--- src/hw/fsu_pkg.sv ---
// Shared constants for the fetch sampling unit
package fsu_pkg;
   // Register select codes on the register port
   localparam logic [1:0] FSU_SEL_CTRL = 2'h0;
   localparam logic [1:0] FSU_SEL_LIN = 2'h1;
   localparam logic [1:0] FSU_SEL_PHYS = 2'h2;

   // Control register field positions
   localparam int FSU_RAND_BIT = 57;
   localparam int FSU_TLBMISS_BIT = 55;
   localparam int FSU_PGSZ_HI = 54;
   localparam int FSU_PGSZ_LO = 53;
   localparam int FSU_PAV_BIT = 52;
   localparam int FSU_ICMISS_BIT = 51;
   localparam int FSU_COMP_BIT = 50;
   localparam int FSU_VALID_BIT = 49;
   localparam int FSU_EN_BIT = 48;
   localparam int FSU_LAT_HI = 47;
   localparam int FSU_LAT_LO = 32;
   localparam int FSU_CNT_HI = 31;
   localparam int FSU_CNT_LO = 16;
   localparam int FSU_MAX_HI = 15;
   localparam int FSU_MAX_LO = 0;

   // Widths and reset values
   localparam int FSU_CNT_W = 20;
   localparam int FSU_LAT_W = 16;
   localparam int FSU_PHYS_W = 52;
   localparam int FSU_LFSR_W = 16;
   localparam logic [15:0] FSU_LFSR_SEED = 16'hACE1;
   localparam logic [15:0] FSU_LFSR_TAPS = 16'hB400;

   // Sampler states, one-hot
   typedef enum logic [3:0] {
      FSU_ST_OFF = 4'h1,
      FSU_ST_COUNT = 4'h2,
      FSU_ST_PEND = 4'h4,
      FSU_ST_BUSY = 4'h8
   } fsu_state_e;
endpackage

--- src/hw/fsu_lat_if.sv ---
// Link between the sampler and its latency timer
`timescale 1ns/100ps
interface fsu_lat_if;
   logic start;
   logic stop;
   logic [fsu_pkg::FSU_LAT_W-1:0] count;
   modport ctl (output start, output stop, input count);
   modport tmr (input start, input stop, output count);
endinterface

--- src/hw/fsu_top.sv ---
// Instruction fetch sampling unit: interval counter, tagging and capture
`timescale 1ns/100ps
module fsu_top (
   // Clock and reset
   input wire logic clock,
   input wire logic rst_n,
   // Register port
   input wire logic reg_wr,
   input wire logic reg_rd,
   input wire logic [1:0] reg_sel,
   input wire logic [63:0] reg_wdata,
   output logic [63:0] reg_rdata,
   output logic reg_rvalid,
   // Fetch pipeline events
   input wire logic fetch_start,
   input wire logic fetch_done,
   input wire logic fetch_abort,
   input wire logic fetch_icache_miss,
   input wire logic fetch_tlb_miss,
   input wire logic fetch_phys_ok,
   input wire logic [1:0] fetch_page_size,
   input wire logic [63:0] fetch_lin_addr,
   input wire logic [fsu_pkg::FSU_PHYS_W-1:0] fetch_phys_addr,
   // Sampler outputs
   output logic tag_request,
   output logic sample_irq
);
   import fsu_pkg::*;

   fsu_lat_if lat_bus ();
   logic [3:0] rand_nibble;

   // Control register fields
   logic en_reg, en_next;
   logic valid_reg, valid_next;
   logic rand_en_reg, rand_en_next;
   logic tlb_miss_reg, tlb_miss_next;
   logic [1:0] pgsz_reg, pgsz_next;
   logic pav_reg, pav_next;
   logic icmiss_reg, icmiss_next;
   logic comp_reg, comp_next;
   logic [FSU_LAT_W-1:0] lat_reg, lat_next;
   logic [15:0] max_reg, max_next;
   logic [FSU_CNT_W-1:0] cnt_reg, cnt_next;
   logic [63:0] lin_reg, lin_next;
   logic [FSU_PHYS_W-1:0] phys_reg, phys_next;
   fsu_state_e state_reg, state_next;
   logic irq_reg, irq_next;
   logic [63:0] rdata_reg, rdata_next;
   logic rvalid_reg, rvalid_next;

   // Helper terms
   logic armed;
   logic match;
   logic capture;
   logic [63:0] ctrl_word;

   // Latency timer for the tagged fetch
   fsu_latency #(.LAT_W(FSU_LAT_W)) u_latency (
      .clock(clock),
      .rst_n(rst_n),
      .lat(lat_bus)
   );

   // Free-running source, so the low-bit offset is hard to predict
   fsu_lfsr #(.LFSR_W(FSU_LFSR_W)) u_lfsr (
      .clock(clock),
      .rst_n(rst_n),
      .rand_nibble(rand_nibble)
   );

   assign armed = en_reg && !valid_reg;
   assign match = cnt_reg[FSU_CNT_W-1:4] == max_reg;
   assign capture = (state_reg == FSU_ST_BUSY) && en_reg && (fetch_done || fetch_abort);

   // Timer runs from the tagged fetch's start to its end
   assign lat_bus.start = (state_reg == FSU_ST_PEND) && armed && fetch_start;
   assign lat_bus.stop = capture || (state_reg == FSU_ST_BUSY && !en_reg);

   // Read view of the control word; reserved bits stay zero
   always_comb begin
      ctrl_word = '0;
      ctrl_word[FSU_RAND_BIT] = rand_en_reg;
      ctrl_word[FSU_TLBMISS_BIT] = tlb_miss_reg;
      ctrl_word[FSU_PGSZ_HI:FSU_PGSZ_LO] = pgsz_reg;
      ctrl_word[FSU_PAV_BIT] = pav_reg;
      ctrl_word[FSU_ICMISS_BIT] = icmiss_reg;
      ctrl_word[FSU_COMP_BIT] = comp_reg;
      ctrl_word[FSU_VALID_BIT] = valid_reg;
      ctrl_word[FSU_EN_BIT] = en_reg;
      ctrl_word[FSU_LAT_HI:FSU_LAT_LO] = lat_reg;
      ctrl_word[FSU_CNT_HI:FSU_CNT_LO] = cnt_reg[FSU_CNT_W-1:4];
      ctrl_word[FSU_MAX_HI:FSU_MAX_LO] = max_reg;
   end

   // Sampler sequence, software writes, capture; capture wins over a write
   always_comb begin
      en_next = en_reg;
      valid_next = valid_reg;
      rand_en_next = rand_en_reg;
      tlb_miss_next = tlb_miss_reg;
      pgsz_next = pgsz_reg;
      pav_next = pav_reg;
      icmiss_next = icmiss_reg;
      comp_next = comp_reg;
      lat_next = lat_reg;
      max_next = max_reg;
      cnt_next = cnt_reg;
      lin_next = lin_reg;
      phys_next = phys_reg;
      state_next = state_reg;
      irq_next = 1'b0;
      // Off, counting, tag pending, tagged fetch in flight
      case (state_reg)
         FSU_ST_OFF: begin
            if (armed) state_next = FSU_ST_COUNT;
         end
         FSU_ST_COUNT: begin
            if (!armed) state_next = FSU_ST_OFF;
            else if (match) state_next = FSU_ST_PEND;
            else if (fetch_done) cnt_next = cnt_reg + 1'b1;
         end
         FSU_ST_PEND: begin
            if (!armed) state_next = FSU_ST_OFF;
            else if (fetch_start) state_next = FSU_ST_BUSY;
         end
         FSU_ST_BUSY: begin
            if (!en_reg) state_next = FSU_ST_OFF;
            else if (capture) state_next = FSU_ST_OFF;
         end
         default: state_next = FSU_ST_OFF;
      endcase
      // Software write; reserved bits are dropped
      if (reg_wr && reg_sel == FSU_SEL_CTRL) begin
         rand_en_next = reg_wdata[FSU_RAND_BIT];
         tlb_miss_next = reg_wdata[FSU_TLBMISS_BIT];
         pgsz_next = reg_wdata[FSU_PGSZ_HI:FSU_PGSZ_LO];
         pav_next = reg_wdata[FSU_PAV_BIT];
         icmiss_next = reg_wdata[FSU_ICMISS_BIT];
         comp_next = reg_wdata[FSU_COMP_BIT];
         valid_next = reg_wdata[FSU_VALID_BIT];
         en_next = reg_wdata[FSU_EN_BIT];
         lat_next = reg_wdata[FSU_LAT_HI:FSU_LAT_LO];
         max_next = reg_wdata[FSU_MAX_HI:FSU_MAX_LO];
         cnt_next[FSU_CNT_W-1:4] = reg_wdata[FSU_CNT_HI:FSU_CNT_LO];
         cnt_next[3:0] = reg_wdata[FSU_RAND_BIT] ? rand_nibble : 4'h0;
         if (state_reg != FSU_ST_BUSY || !reg_wdata[FSU_EN_BIT]) state_next = FSU_ST_OFF;
      end
      // Tagged fetch ends: the hardware set beats a same-cycle clear
      if (capture) begin
         valid_next = 1'b1;
         irq_next = 1'b1;
         comp_next = fetch_done;
         icmiss_next = fetch_icache_miss;
         tlb_miss_next = fetch_tlb_miss;
         pav_next = fetch_phys_ok;
         pgsz_next = fetch_phys_ok ? fetch_page_size : 2'h0;
         lat_next = lat_bus.count;
         lin_next = fetch_lin_addr;
         phys_next = fetch_phys_addr;
         en_next = en_reg;
         state_next = FSU_ST_OFF;
      end
   end

   // Registered read answer, one cycle after the read strobe
   always_comb begin
      rdata_next = rdata_reg;
      rvalid_next = reg_rd;
      if (reg_rd) begin
         case (reg_sel)
            FSU_SEL_CTRL: rdata_next = ctrl_word;
            FSU_SEL_LIN: rdata_next = lin_reg;
            FSU_SEL_PHYS: rdata_next = {{(64 - FSU_PHYS_W){1'b0}}, phys_reg};
            default: rdata_next = '0;
         endcase
      end
   end

   // State registers; reset leaves sampling disabled
   always_ff @(posedge clock or negedge rst_n) begin
      if (!rst_n) begin
         en_reg <= 1'b0;
         valid_reg <= 1'b0;
         rand_en_reg <= 1'b0;
         tlb_miss_reg <= 1'b0;
         pgsz_reg <= 2'h0;
         pav_reg <= 1'b0;
         icmiss_reg <= 1'b0;
         comp_reg <= 1'b0;
         lat_reg <= '0;
         max_reg <= 16'h0000;
         cnt_reg <= '0;
         lin_reg <= 64'h0000000000000000;
         phys_reg <= '0;
         state_reg <= FSU_ST_OFF;
         irq_reg <= 1'b0;
         rdata_reg <= 64'h0000000000000000;
         rvalid_reg <= 1'b0;
      end else begin
         en_reg <= en_next;
         valid_reg <= valid_next;
         rand_en_reg <= rand_en_next;
         tlb_miss_reg <= tlb_miss_next;
         pgsz_reg <= pgsz_next;
         pav_reg <= pav_next;
         icmiss_reg <= icmiss_next;
         comp_reg <= comp_next;
         lat_reg <= lat_next;
         max_reg <= max_next;
         cnt_reg <= cnt_next;
         lin_reg <= lin_next;
         phys_reg <= phys_next;
         state_reg <= state_next;
         irq_reg <= irq_next;
         rdata_reg <= rdata_next;
         rvalid_reg <= rvalid_next;
      end
   end

   // Outputs straight from flops
   assign reg_rdata = rdata_reg;
   assign reg_rvalid = rvalid_reg;
   assign tag_request = state_reg[2];
   assign sample_irq = irq_reg;

   // Write strobe for the one writable register
   logic ctrl_wr;
   assign ctrl_wr = reg_wr && reg_sel == FSU_SEL_CTRL;
endmodule

--- src/hw/fsu_latency.sv ---
// Fetch latency timer, saturating at all ones
`timescale 1ns/100ps
module fsu_latency #(
   parameter int LAT_W = 16
) (
   // Clock and reset
   input wire logic clock,
   input wire logic rst_n,
   // Timer control
   fsu_lat_if.tmr lat
);
   import fsu_pkg::*;

   logic run_reg, run_next;
   logic [LAT_W-1:0] count_reg, count_next;

   // Elaboration check: the field width is fixed by the control word
   if (LAT_W != FSU_LAT_W) begin : g_bad_width
      $error("fsu_latency: LAT_W must match the latency field");
   end

   // Start loads one so the start edge itself counts; saturation keeps long misses from wrapping
   always_comb begin
      run_next = run_reg;
      count_next = count_reg;
      if (lat.start) begin
         run_next = 1'b1;
         count_next = LAT_W'(1);
      end else if (lat.stop) begin
         run_next = 1'b0;
      end else if (run_reg && count_reg != {LAT_W{1'b1}}) begin
         count_next = count_reg + 1'b1;
      end
   end

   always_ff @(posedge clock or negedge rst_n) begin
      if (!rst_n) begin
         run_reg <= 1'b0;
         count_reg <= '0;
      end else begin
         run_reg <= run_next;
         count_reg <= count_next;
      end
   end

   assign lat.count = count_reg;
endmodule

--- src/hw/fsu_lfsr.sv ---
// Free-running pseudo-random source for the counter low bits
`timescale 1ns/100ps
module fsu_lfsr #(
   parameter int LFSR_W = 16
) (
   // Clock and reset
   input wire logic clock,
   input wire logic rst_n,
   // Random nibble
   output logic [3:0] rand_nibble
);
   import fsu_pkg::*;

   logic [LFSR_W-1:0] lfsr_reg, lfsr_next;

   // Elaboration check: the tap set only serves one width
   if (LFSR_W != FSU_LFSR_W) begin : g_bad_width
      $error("fsu_lfsr: LFSR_W must match the tap set");
   end

   // Galois shift; the seed is nonzero so the sequence never locks
   always_comb begin
      lfsr_next = {1'b0, lfsr_reg[LFSR_W-1:1]};
      if (lfsr_reg[0]) lfsr_next = lfsr_next ^ FSU_LFSR_TAPS;
   end

   always_ff @(posedge clock or negedge rst_n) begin
      if (!rst_n) lfsr_reg <= FSU_LFSR_SEED;
      else lfsr_reg <= lfsr_next;
   end

   assign rand_nibble = lfsr_reg[3:0];
endmodule

--- config.mk ---
export PLATFORM = sky130hd
export DESIGN_NAME = fsu_top
export DESIGN_NICKNAME = d
export VERILOG_FILES = /design/src/hw/fsu_pkg.sv /design/src/hw/fsu_lat_if.sv /design/src/hw/fsu_top.sv /design/src/hw/fsu_latency.sv /design/src/hw/fsu_lfsr.sv
export SDC_FILE = /design/constraint.sdc
export NUM_CORES = 1
export LEC_CHECK = 0
export ABC_AREA = 1
export CORE_MARGIN = 2
export CORE_UTILIZATION = 48
export CTS_BUF_LIST = sky130_fd_sc_hd__clkbuf_4
export DETAILED_ROUTE_END_ITERATION = 8
export DONT_BUFFER_PORTS = 1
export SLEW_MARGIN = 10
export SYNTH_ARGS = -nofsm -noshare
export SYNTH_HDL_FRONTEND = slang
export SYNTH_SLANG_ARGS = --single-unit
--- constraint.sdc ---
create_clock -name clock -period 4.6 [get_ports clock]
set_clock_uncertainty 0.15 [all_clocks]
set_input_delay 0.23 -clock clock [delete_from_list [all_inputs] [get_ports clock]]
set_output_delay 0.23 -clock clock [all_outputs]
set_load 0.02 [all_outputs]
==> flow_summary.ini, run 1 <==
[global_routing]
grt_use_total_pct = 27.5
grt_antenna_before_repair = 3
grt_max_degree = 281
grt-ovfl-total = 0
grt_pass1_wl_um = 61200
first_global_vias = 11600

[cts]
post_cts_buffers = 0
cts_root_buf = clkbuf_4
cts_max_path_buffers = 3
cts_hold_buf = 221
clock-sinks = 280
cts.clk_slew.worst_paths_ns = 0.06
cts_tree = built
h-tree-depth = 3
post_cts_resize_count = 0
cts_made_buffers = 77
clk_latency_ns = 0.68

[job]
maxCapViolations = 0

[synth]
synth.avg_cell_area_um2 = 8.26
synth_fa_ha_area_share_pct = 0.194
synth_nets = 1762
syn_area_um2 = 12900
synth-seq-area-share_pct = 54.3
synth-simple-area-share_pct = 24.6
synth_seq_cells = 280
synth_xor_area_share_pct = 1.08
synth_top_area_cell = dfrtp_1
synth_top_family_by_area = simple AND/OR/NAND/NOR gates
syn_inst = 1566
yosysMostFrequentCell = nand2_1
synth-edff-count = 0
ys.warnings.count = 0
ys_types = 37
synth.area.mux_share_pct = 2.53
synth_compound_area_share_pct = 9.69
yosys.area.top_type_share_pct = 52.5
synth_common_cells = nand2_1 (538), dfrtp_1 (271), inv_1 (152), o21ai_0 (152), nand3_1 (117)
ys_async_sr_fraction_pct = 100
ys.flop_type = dfrtp_1
ys_top_cells_by_area = dfrtp_1 (52%), nand2_1 (16%), o21ai_0 (5.9%)

[setup_path]
worst_ep_arrival_time_ns = 4.23
r2r-end = pav_reg
critPathRequiredTime_ns = 5.07
r2r_start = state_reg[2]
critical_path.max_fanout = 75
startpoint = state_reg[2]
end_kind = flop
rr_worst_depth = 11
worst-r2r-setup-slack_ns = 0.84
crit_type = flop to flop
start_kind = flop
cp_slowest_cell = buf_4
path_cells = inv_1 -> nand3_1 -> nor2_1 -> nand2_2 -> buf_4 -> nand2_1 -> inv_1 -> nand2_1 -> dlygate4sd3_1 -> nand3_1 -> dlygate4sd3_1
cp_slowest_stage_delay_ns = 0.64

[run_status]
violations = hold timing
status = finished with violations

[final_layout]
drive_gt1_share_pct = 11.3
area_growth_pct = 26.6
stdcell_count = 2199
nFillCells = 2351
nets = 1992

[timing]
tightest_slew_ns = 1.11
slew_headroom_pct = 26.1
drv_slew = 0
fmax_mhz = 266
fin_ws_ns = 0.838
post-route-period-util_pct = 81.8
finalHoldViolCount = 280
finalCriticalPeriod_ns = 3.76
grt_setup_unrepaired = no
timing.hold.ws_ns = -0.896
setup_violations = 0
tns_ns = 0

[route]
routed_wl_um = 38800
wl_per_cell_um = 17.6
dr.pass1.iters = 5
drc_errors = 0
ant_nets = 0
via_per_inst = 5.24
drt_iter0_drc = 1001
num_vias = 11500

[placed_design]
hpwl_um = 23700
pre_cts_slack_ns = 1.86
place_congestion = 0.894
placedCellCount = 1836
portBuffers = 0

[pwr]
leakage_nw = 8.04
ir_worst_vdd_mv = 0.197
powerDensity_nw_per_um2 = 369

[floorplanning]
die_y_um = 168
fp-row-count = 60
num_io_pins = 261
fp.dieW_um = 168
core_area_um2 = 26700
initial_core_util_pct = 48.4
dieArea_um2 = 28300

[worst_hold_path]
min_path_type = input port to async pin
-- per-stage QoR --
step                      hold WS (ns)  power (mW)  cell area [µm²]  util, %
after floorplan                 -0.216        3.31            12900        -
after global placement          -0.208        3.48            13100     48.9
after detailed placement        -0.210        3.50            13100     48.9
after CTS                       -0.957        6.09            16300     61.2
after global routing            -0.964        6.35            16400     61.2
final                           -0.896        6.03            16400     61.2
-- how the worst max path moves through the flow --
| stage | endpoint | cells after the start | slack, ns |
|---|---|---|---|
| floorplan | u_latency.lat.count[13] | 9 | 2.85 |
| global placement | lat_reg[7] | 9 | 1.86 |
| detailed placement | comp_reg | 9 | 1.86 |
| CTS | icmiss_reg | 11 | 0.86 |
| global route | pav_reg | 11 | 0.54 |
| finish | pav_reg | 11 | 0.84 |
-- per-layer routing --
layer | routed length [µm] | vias to the layer above | GRT usage (%)
met2 | 17900 | 451 | 43.6
li1 | - | 5521 | -
met1 | 16000 | 5429 | 34.7
met3 | 2880 | 113 | 6.70
met4 | 1980 | 0 | 15.9
met5 | 0 | - | 0
-- report_power, final --
group / leakage [nW] / switching (mW) / total [mW] / internal (mW)
clock: 0.622 / 1.06 / 2.37 / 1.31
combinational: 4.06 / 0.418 / 0.774 / 0.356
sequential: 3.35 / 0.247 / 2.89 / 2.64
-- final cells by class --
| class | instances | area, µm² | share of cell area (%) |
|---|---|---|---|
| timing repair buffer | 232 | 2310 | 14.1 |
| multi-input combinational | 1039 | 4930 | 30.1 |
| sequential | 280 | 7020 | 42.9 |
| clock buffer | 121 | 908 | 5.55 |
| clock inverter | 17 | 129 | 0.788 |
| antenna | 3 | 7.51 | 0.0459 |
| tap | 341 | 427 | 2.61 |
| inverter | 166 | 628 | 3.84 |
-- layout by cell type (no fill, tap or decap), types with 20 or more instances in the layout --
master / n
nand2_1: 536
o22ai_1: 23
nor2_1: 68
dfrtp_1: 271
nand4_1: 21
o211ai_1: 20
nand3_1: 117
inv_1: 152
mux2_2: 29
dlygate4sd3_1: 221
o21ai_0: 152
clkbuf_4: 121
-- kinds of logic (layout without fill, tap and decap cells) --
logic type	Yosys count	after routing
AO/OA/AOI/OAI	224	224
XOR/XNOR	16	16
adder cells (fa/ha/maj)	2	2
buffers and inverters	247	536
flip-flops	280	280
multiplexers	29	29
other	0	3
AND/OR/NAND/NOR	768	768
-- worst max-delay path: cells and delay by family, from the launching register on --
kind / cells / cell delay [ns]
buffers and inverters: 5 / 2.51
flip-flops: 1 / 0.49
AND/OR/NAND/NOR: 6 / 0.57
(Power assumes the default switching activity.)
==> inputs of run 2 (changes only) <==
clock period = 3.6 ns   (was 4.6 ns; I/O delays follow)
==> run 2 against run 1 <==
Critical path type unchanged. First-iteration DRC count is 5.0% lower. Worst setup slack worse by 0.56 ns. Largest cell class unchanged. Clock-buffer cell count is 2 lower. Combinational power is 40% higher. The flow still finishes with violations (hold timing). Final cell count is 5.2% higher. Total power is 32% higher. Fmax is 13% higher. Flip-flop and latch count stayed put.
==> flow_summary.ini, run 2 (synthesis results as in run 1) <==
[run_status]
status = finished with violations
violations = hold timing

[placed_design]
placedCellCount = 1839
place_congestion = 0.909
hpwl_um = 23900
portBuffers = 0
dpl_cell_area_um2 = 13100

[route]
dr.pass1.iters = 5
wl_per_cell_um = 18.0
drt_iter0_drc = 951
ant_nets = 0
via_per_inst = 5.29
drc_errors = 0
num_vias = 12200
routed_wl_um = 41600

[floorplanning]
core_area_um2 = 26700
initial_core_util_pct = 48.4
num_io_pins = 261
fp.dieW_um = 168
dieArea_um2 = 28300
fp-row-count = 60
die_y_um = 168

[timing]
tns_ns = 0
setup_violations = 0
fmax_mhz = 301
finalHoldViolCount = 280
finalCriticalPeriod_ns = 3.32
tightest_slew_ns = 0.949
grt_setup_unrepaired = no
post-route-period-util_pct = 92.3
timing.hold.ws_ns = -0.938
slew_headroom_pct = 36.8
drv_slew = 0

[final_layout]
area_growth_pct = 36.0
nets = 2108
layout_commonest_cell = nand2_1
postLayoutCellArea_um2 = 17600
stdcell_count = 2313
nFillCells = 2166
drive_gt1_share_pct = 10.6
most-common-layout-cells = nand2_1 (536), dlygate4sd3_1 (332), dfrtp_1 (271)

[cts]
cts_root_buf = clkbuf_4
cts_tree = built
h-tree-depth = 3
cts_made_buffers = 79
cts.clk_slew.worst_paths_ns = 0.07
post_cts_buffers = 0
clock-sinks = 280
clk_latency_ns = 0.69
post_cts_resize_count = 0
cts_max_path_buffers = 3

[pwr]
leakage_nw = 8.34
ir_worst_vdd_mv = 0.233
total_power_mw = 7.99
powerDensity_nw_per_um2 = 455

[setup_path]
worst_ep_arrival_time_ns = 3.74
critical_path.max_fanout = 11
end_kind = flop
start_kind = flop
crit_type = flop to flop
critPathRequiredTime_ns = 4.01
rr_worst_depth = 11

[global_routing]
grt-ovfl-total = 0
grt_antenna_before_repair = 2
grt_pass1_wl_um = 65000
grt_use_total_pct = 29.2
grt_max_degree = 281
first_global_vias = 12400

[worst_hold_path]
min_path_type = input port to async pin

[job]
maxCapViolations = 0
run 2: cell count changes in the layout (fill, tap and decap cells not counted), moves of 2 or more:
cell,change
clkinv_2,-3
clkinv_1,+6
dlygate4sd3_1,+111
buf_12,+2
bufinv_16,+3
clkbuf_4,-2
run 2: what timing repair did:
| action | CTS | global route |
|---|---|---|
| hold buffers | 332 | 1 |
| endpoints found under the setup margin | 0 | 0 |
| hold endpoints to repair | 543 | 281 |
run 2: final timing paths:
path / from / to / slack, ns
worst max-delay path: cnt_reg[12] / cnt_reg[7] / 0.28
worst min-delay path: rst_n / reg_rdata[17] / -0.94
max in group asynchronous: rst_n / max_reg[2] / 3.45
min in group clock: fetch_phys_addr[30] / phys_reg[30] / 0.04
worst min register to register: u_lfsr.lfsr_reg[4] / u_lfsr.lfsr_reg[3] / 0.19
worst max register to register: cnt_reg[12] / cnt_reg[7] / 0.28
run 2: worst max-delay path, cell delays in order, from the launching register on:
cell,delay [ns]
dfrtp_1,0.48
inv_1,0.18
nand2_1,0.09
nand2_1,0.05
nor2_1,0.09
nand2_1,0.06
nor2_1,0.24
nand3_1,0.44
nand4_1,0.23
dlygate4sd3_1,0.59
nand2_1,0.05
dlygate4sd3_1,0.56
run 2: layer usage:
layer,share of wire (%),track usage (%),up-vias
li1,-,-,5741
met1,41,36.4,5843
met2,48,47.9,507
met3,6.4,6.49,136
met4,4.8,15.2,0
met5,0,0,-
run 2: power breakdown:
| part | total [mW] | switching [mW] | internal (mW) | leakage [nW] |
|---|---|---|---|---|
| Combinational | 1.08 | 0.557 | 0.518 | 4.35 |
| Sequential | 3.69 | 0.314 | 3.38 | 3.35 |
| Clock | 3.22 | 1.37 | 1.86 | 0.644 |
| Total | 7.99 | 2.24 | 5.76 | 8.34 |
run 2: stage by stage:
stage          setup slack [ns]  util (%)
6_report                  0.276      65.8
5_1_grt                   0.197      65.8
4_1_cts                   0.434      65.7
3_5_place_dp               1.19      49.1
3_3_place_gp               1.23      49.1
2_1_floorplan              1.85         -
run 2: cell type report:
type	instances	area, µm²	area share, %
inverters	166	628	3.57
multi-input cells	1039	4930	28.0
flip-flops and latches	280	7020	39.9
well taps	341	427	2.43
clock inverters	20	206	1.17
diodes	2	5.00	0.0285
repair buffers	346	3470	19.8
clock buffers	119	893	5.08
==> inputs of run 3 (changes only) <==
GPL_TIMING_DRIVEN = 0   (was unset)
==> run 3 against run 2 <==
The flow still finishes with violations (hold timing). Combinational power barely moved. Largest cell class unchanged. Worst hold slack got worse by 0.027 ns. Via count rose by 2.1%.
==> flow_summary.ini, run 3 (synthesis results as in run 1) <==
[route]
via_per_inst = 5.33
drc_errors = 0
wl_per_cell_um = 19.3
drt_iter0_drc = 1038
dr.pass1.iters = 8
routed_wl_um = 45100
num_vias = 12500
ant_nets = 0

[setup_path]
critPathMostFrequentCell = nand2_1
worst_ep_arrival_time_ns = 3.69
critPathRequiredTime_ns = 3.99
start_kind = flop
path_delay_family = buffers and inverters
crit_buf_inv = 3
path_cells = inv_1 -> nand2_1 -> nand2_1 -> nor2_1 -> nand2_1 -> nor2_1 -> nand2_1 -> nand3_2 -> nand2_2 -> nand2_1 -> dlygate4sd3_1 -> nand2_1 -> dlygate4sd3_1
crit_type = flop to flop
critical_path.max_fanout = 9
cp_slowest_stage_delay_ns = 0.57
end_kind = flop
cp_slowest_cell = dlygate4sd3_1

[placed_design]
pre_cts_slack_ns = 1.28
place_congestion = 0.941
hpwl_um = 29500
portBuffers = 0

[global_routing]
grt_max_degree = 281
grt_pass1_wl_um = 69200
grt_use_total_pct = 31.8
grt_antenna_before_repair = 1
first_global_vias = 12800
grt-ovfl-total = 0

[floorplanning]
initial_core_util_pct = 48.4
die_y_um = 168
num_io_pins = 261
dieArea_um2 = 28300
core_area_um2 = 26700
fp.dieW_um = 168
fp-row-count = 60

[job]
maxCapViolations = 0

[cts]
cts_hold_buf = 289
cts.clk_slew.worst_paths_ns = 0.06
h-tree-depth = 3
cts_tree = built
clock-sinks = 280
cts_root_buf = clkbuf_4
post_cts_buffers = 0
clk_latency_ns = 0.70
cts_max_path_buffers = 3
cts_made_buffers = 78
post_cts_resize_count = 0

[run_status]
violations = hold timing
status = finished with violations

[worst_hold_path]
min_path_type = input port to async pin

[timing]
timing.hold.ws_ns = -0.965
tightest_slew_ns = 0.984
post-route-period-util_pct = 91.7
fmax_mhz = 303
grt_setup_unrepaired = no
finalCriticalPeriod_ns = 3.30
drv_slew = 0
finalHoldViolCount = 280
slew_headroom_pct = 34.4
fin_ws_ns = 0.297
setup_violations = 0
tns_ns = 0

[final_layout]
most-common-layout-cells = nand2_1 (538), dlygate4sd3_1 (293), dfrtp_1 (271)
drive_gt1_share_pct = 11.6
final_util_pct = 64.8
nets = 2135
nFillCells = 2240
layout_commonest_cell = nand2_1
area_growth_pct = 33.9

[pwr]
total_power_mw = 7.75
ir_worst_vdd_mv = 0.278
powerDensity_nw_per_um2 = 447
leakage_nw = 8.33
run 3: stage by stage:
stage | cells | hold slack, ns | area, µm²
floorplan | 1566 | -0.266 | 12900
global placement | 1907 | -0.254 | 13400
detailed placement | 1907 | -0.255 | 13400
CTS | 2335 | -1.00 | 17300
global route | 2340 | -1.02 | 17300
finish | 2342 | -0.965 | 17300
run 3: final timing paths:
kind / startpoint / endpoint / slack, ns / cells past startpoint
worst min register to register: u_lfsr.lfsr_reg[4] / u_lfsr.lfsr_reg[3] / 0.20 / 0
max in group asynchronous: rst_n / cnt_reg[2] / 3.43 / 0
worst min-delay path: rst_n / reg_rdata[9] / -0.96 / 0
worst max-delay path: cnt_reg[17] / cnt_reg[12] / 0.30 / 13
worst max register to register: cnt_reg[17] / cnt_reg[12] / 0.30 / 13
min in group clock: fetch_phys_addr[32] / phys_reg[32] / 0.02 / 3
run 3: where the power goes:
group | switching, mW | internal [mW]
clock | 1.37 | 1.62
sequential | 0.322 | 3.38
combinational | 0.580 | 0.473
run 3: layer usage:
metal	part of all wire, %	global-route usage, %	vias to the layer above
li1	-	-	5815
met1	41	40.8	6026
met2	47	50.6	522
met3	7.3	7.05	126
met4	4.9	17.2	0
met5	0	0	-
run 3: area by class of cell:
class / instances / area (µm²) / area share [%]
antenna: 3 / 7.51 / 0.0434
buffer: 81 / 364 / 2.10
clock buffer: 123 / 923 / 5.33
clock inverter: 16 / 96.3 / 0.556
inverter: 166 / 623 / 3.60
multi-input combinational: 1039 / 4920 / 28.4
sequential: 280 / 7020 / 40.5
tap: 341 / 427 / 2.46
timing repair buffer: 293 / 2930 / 16.9
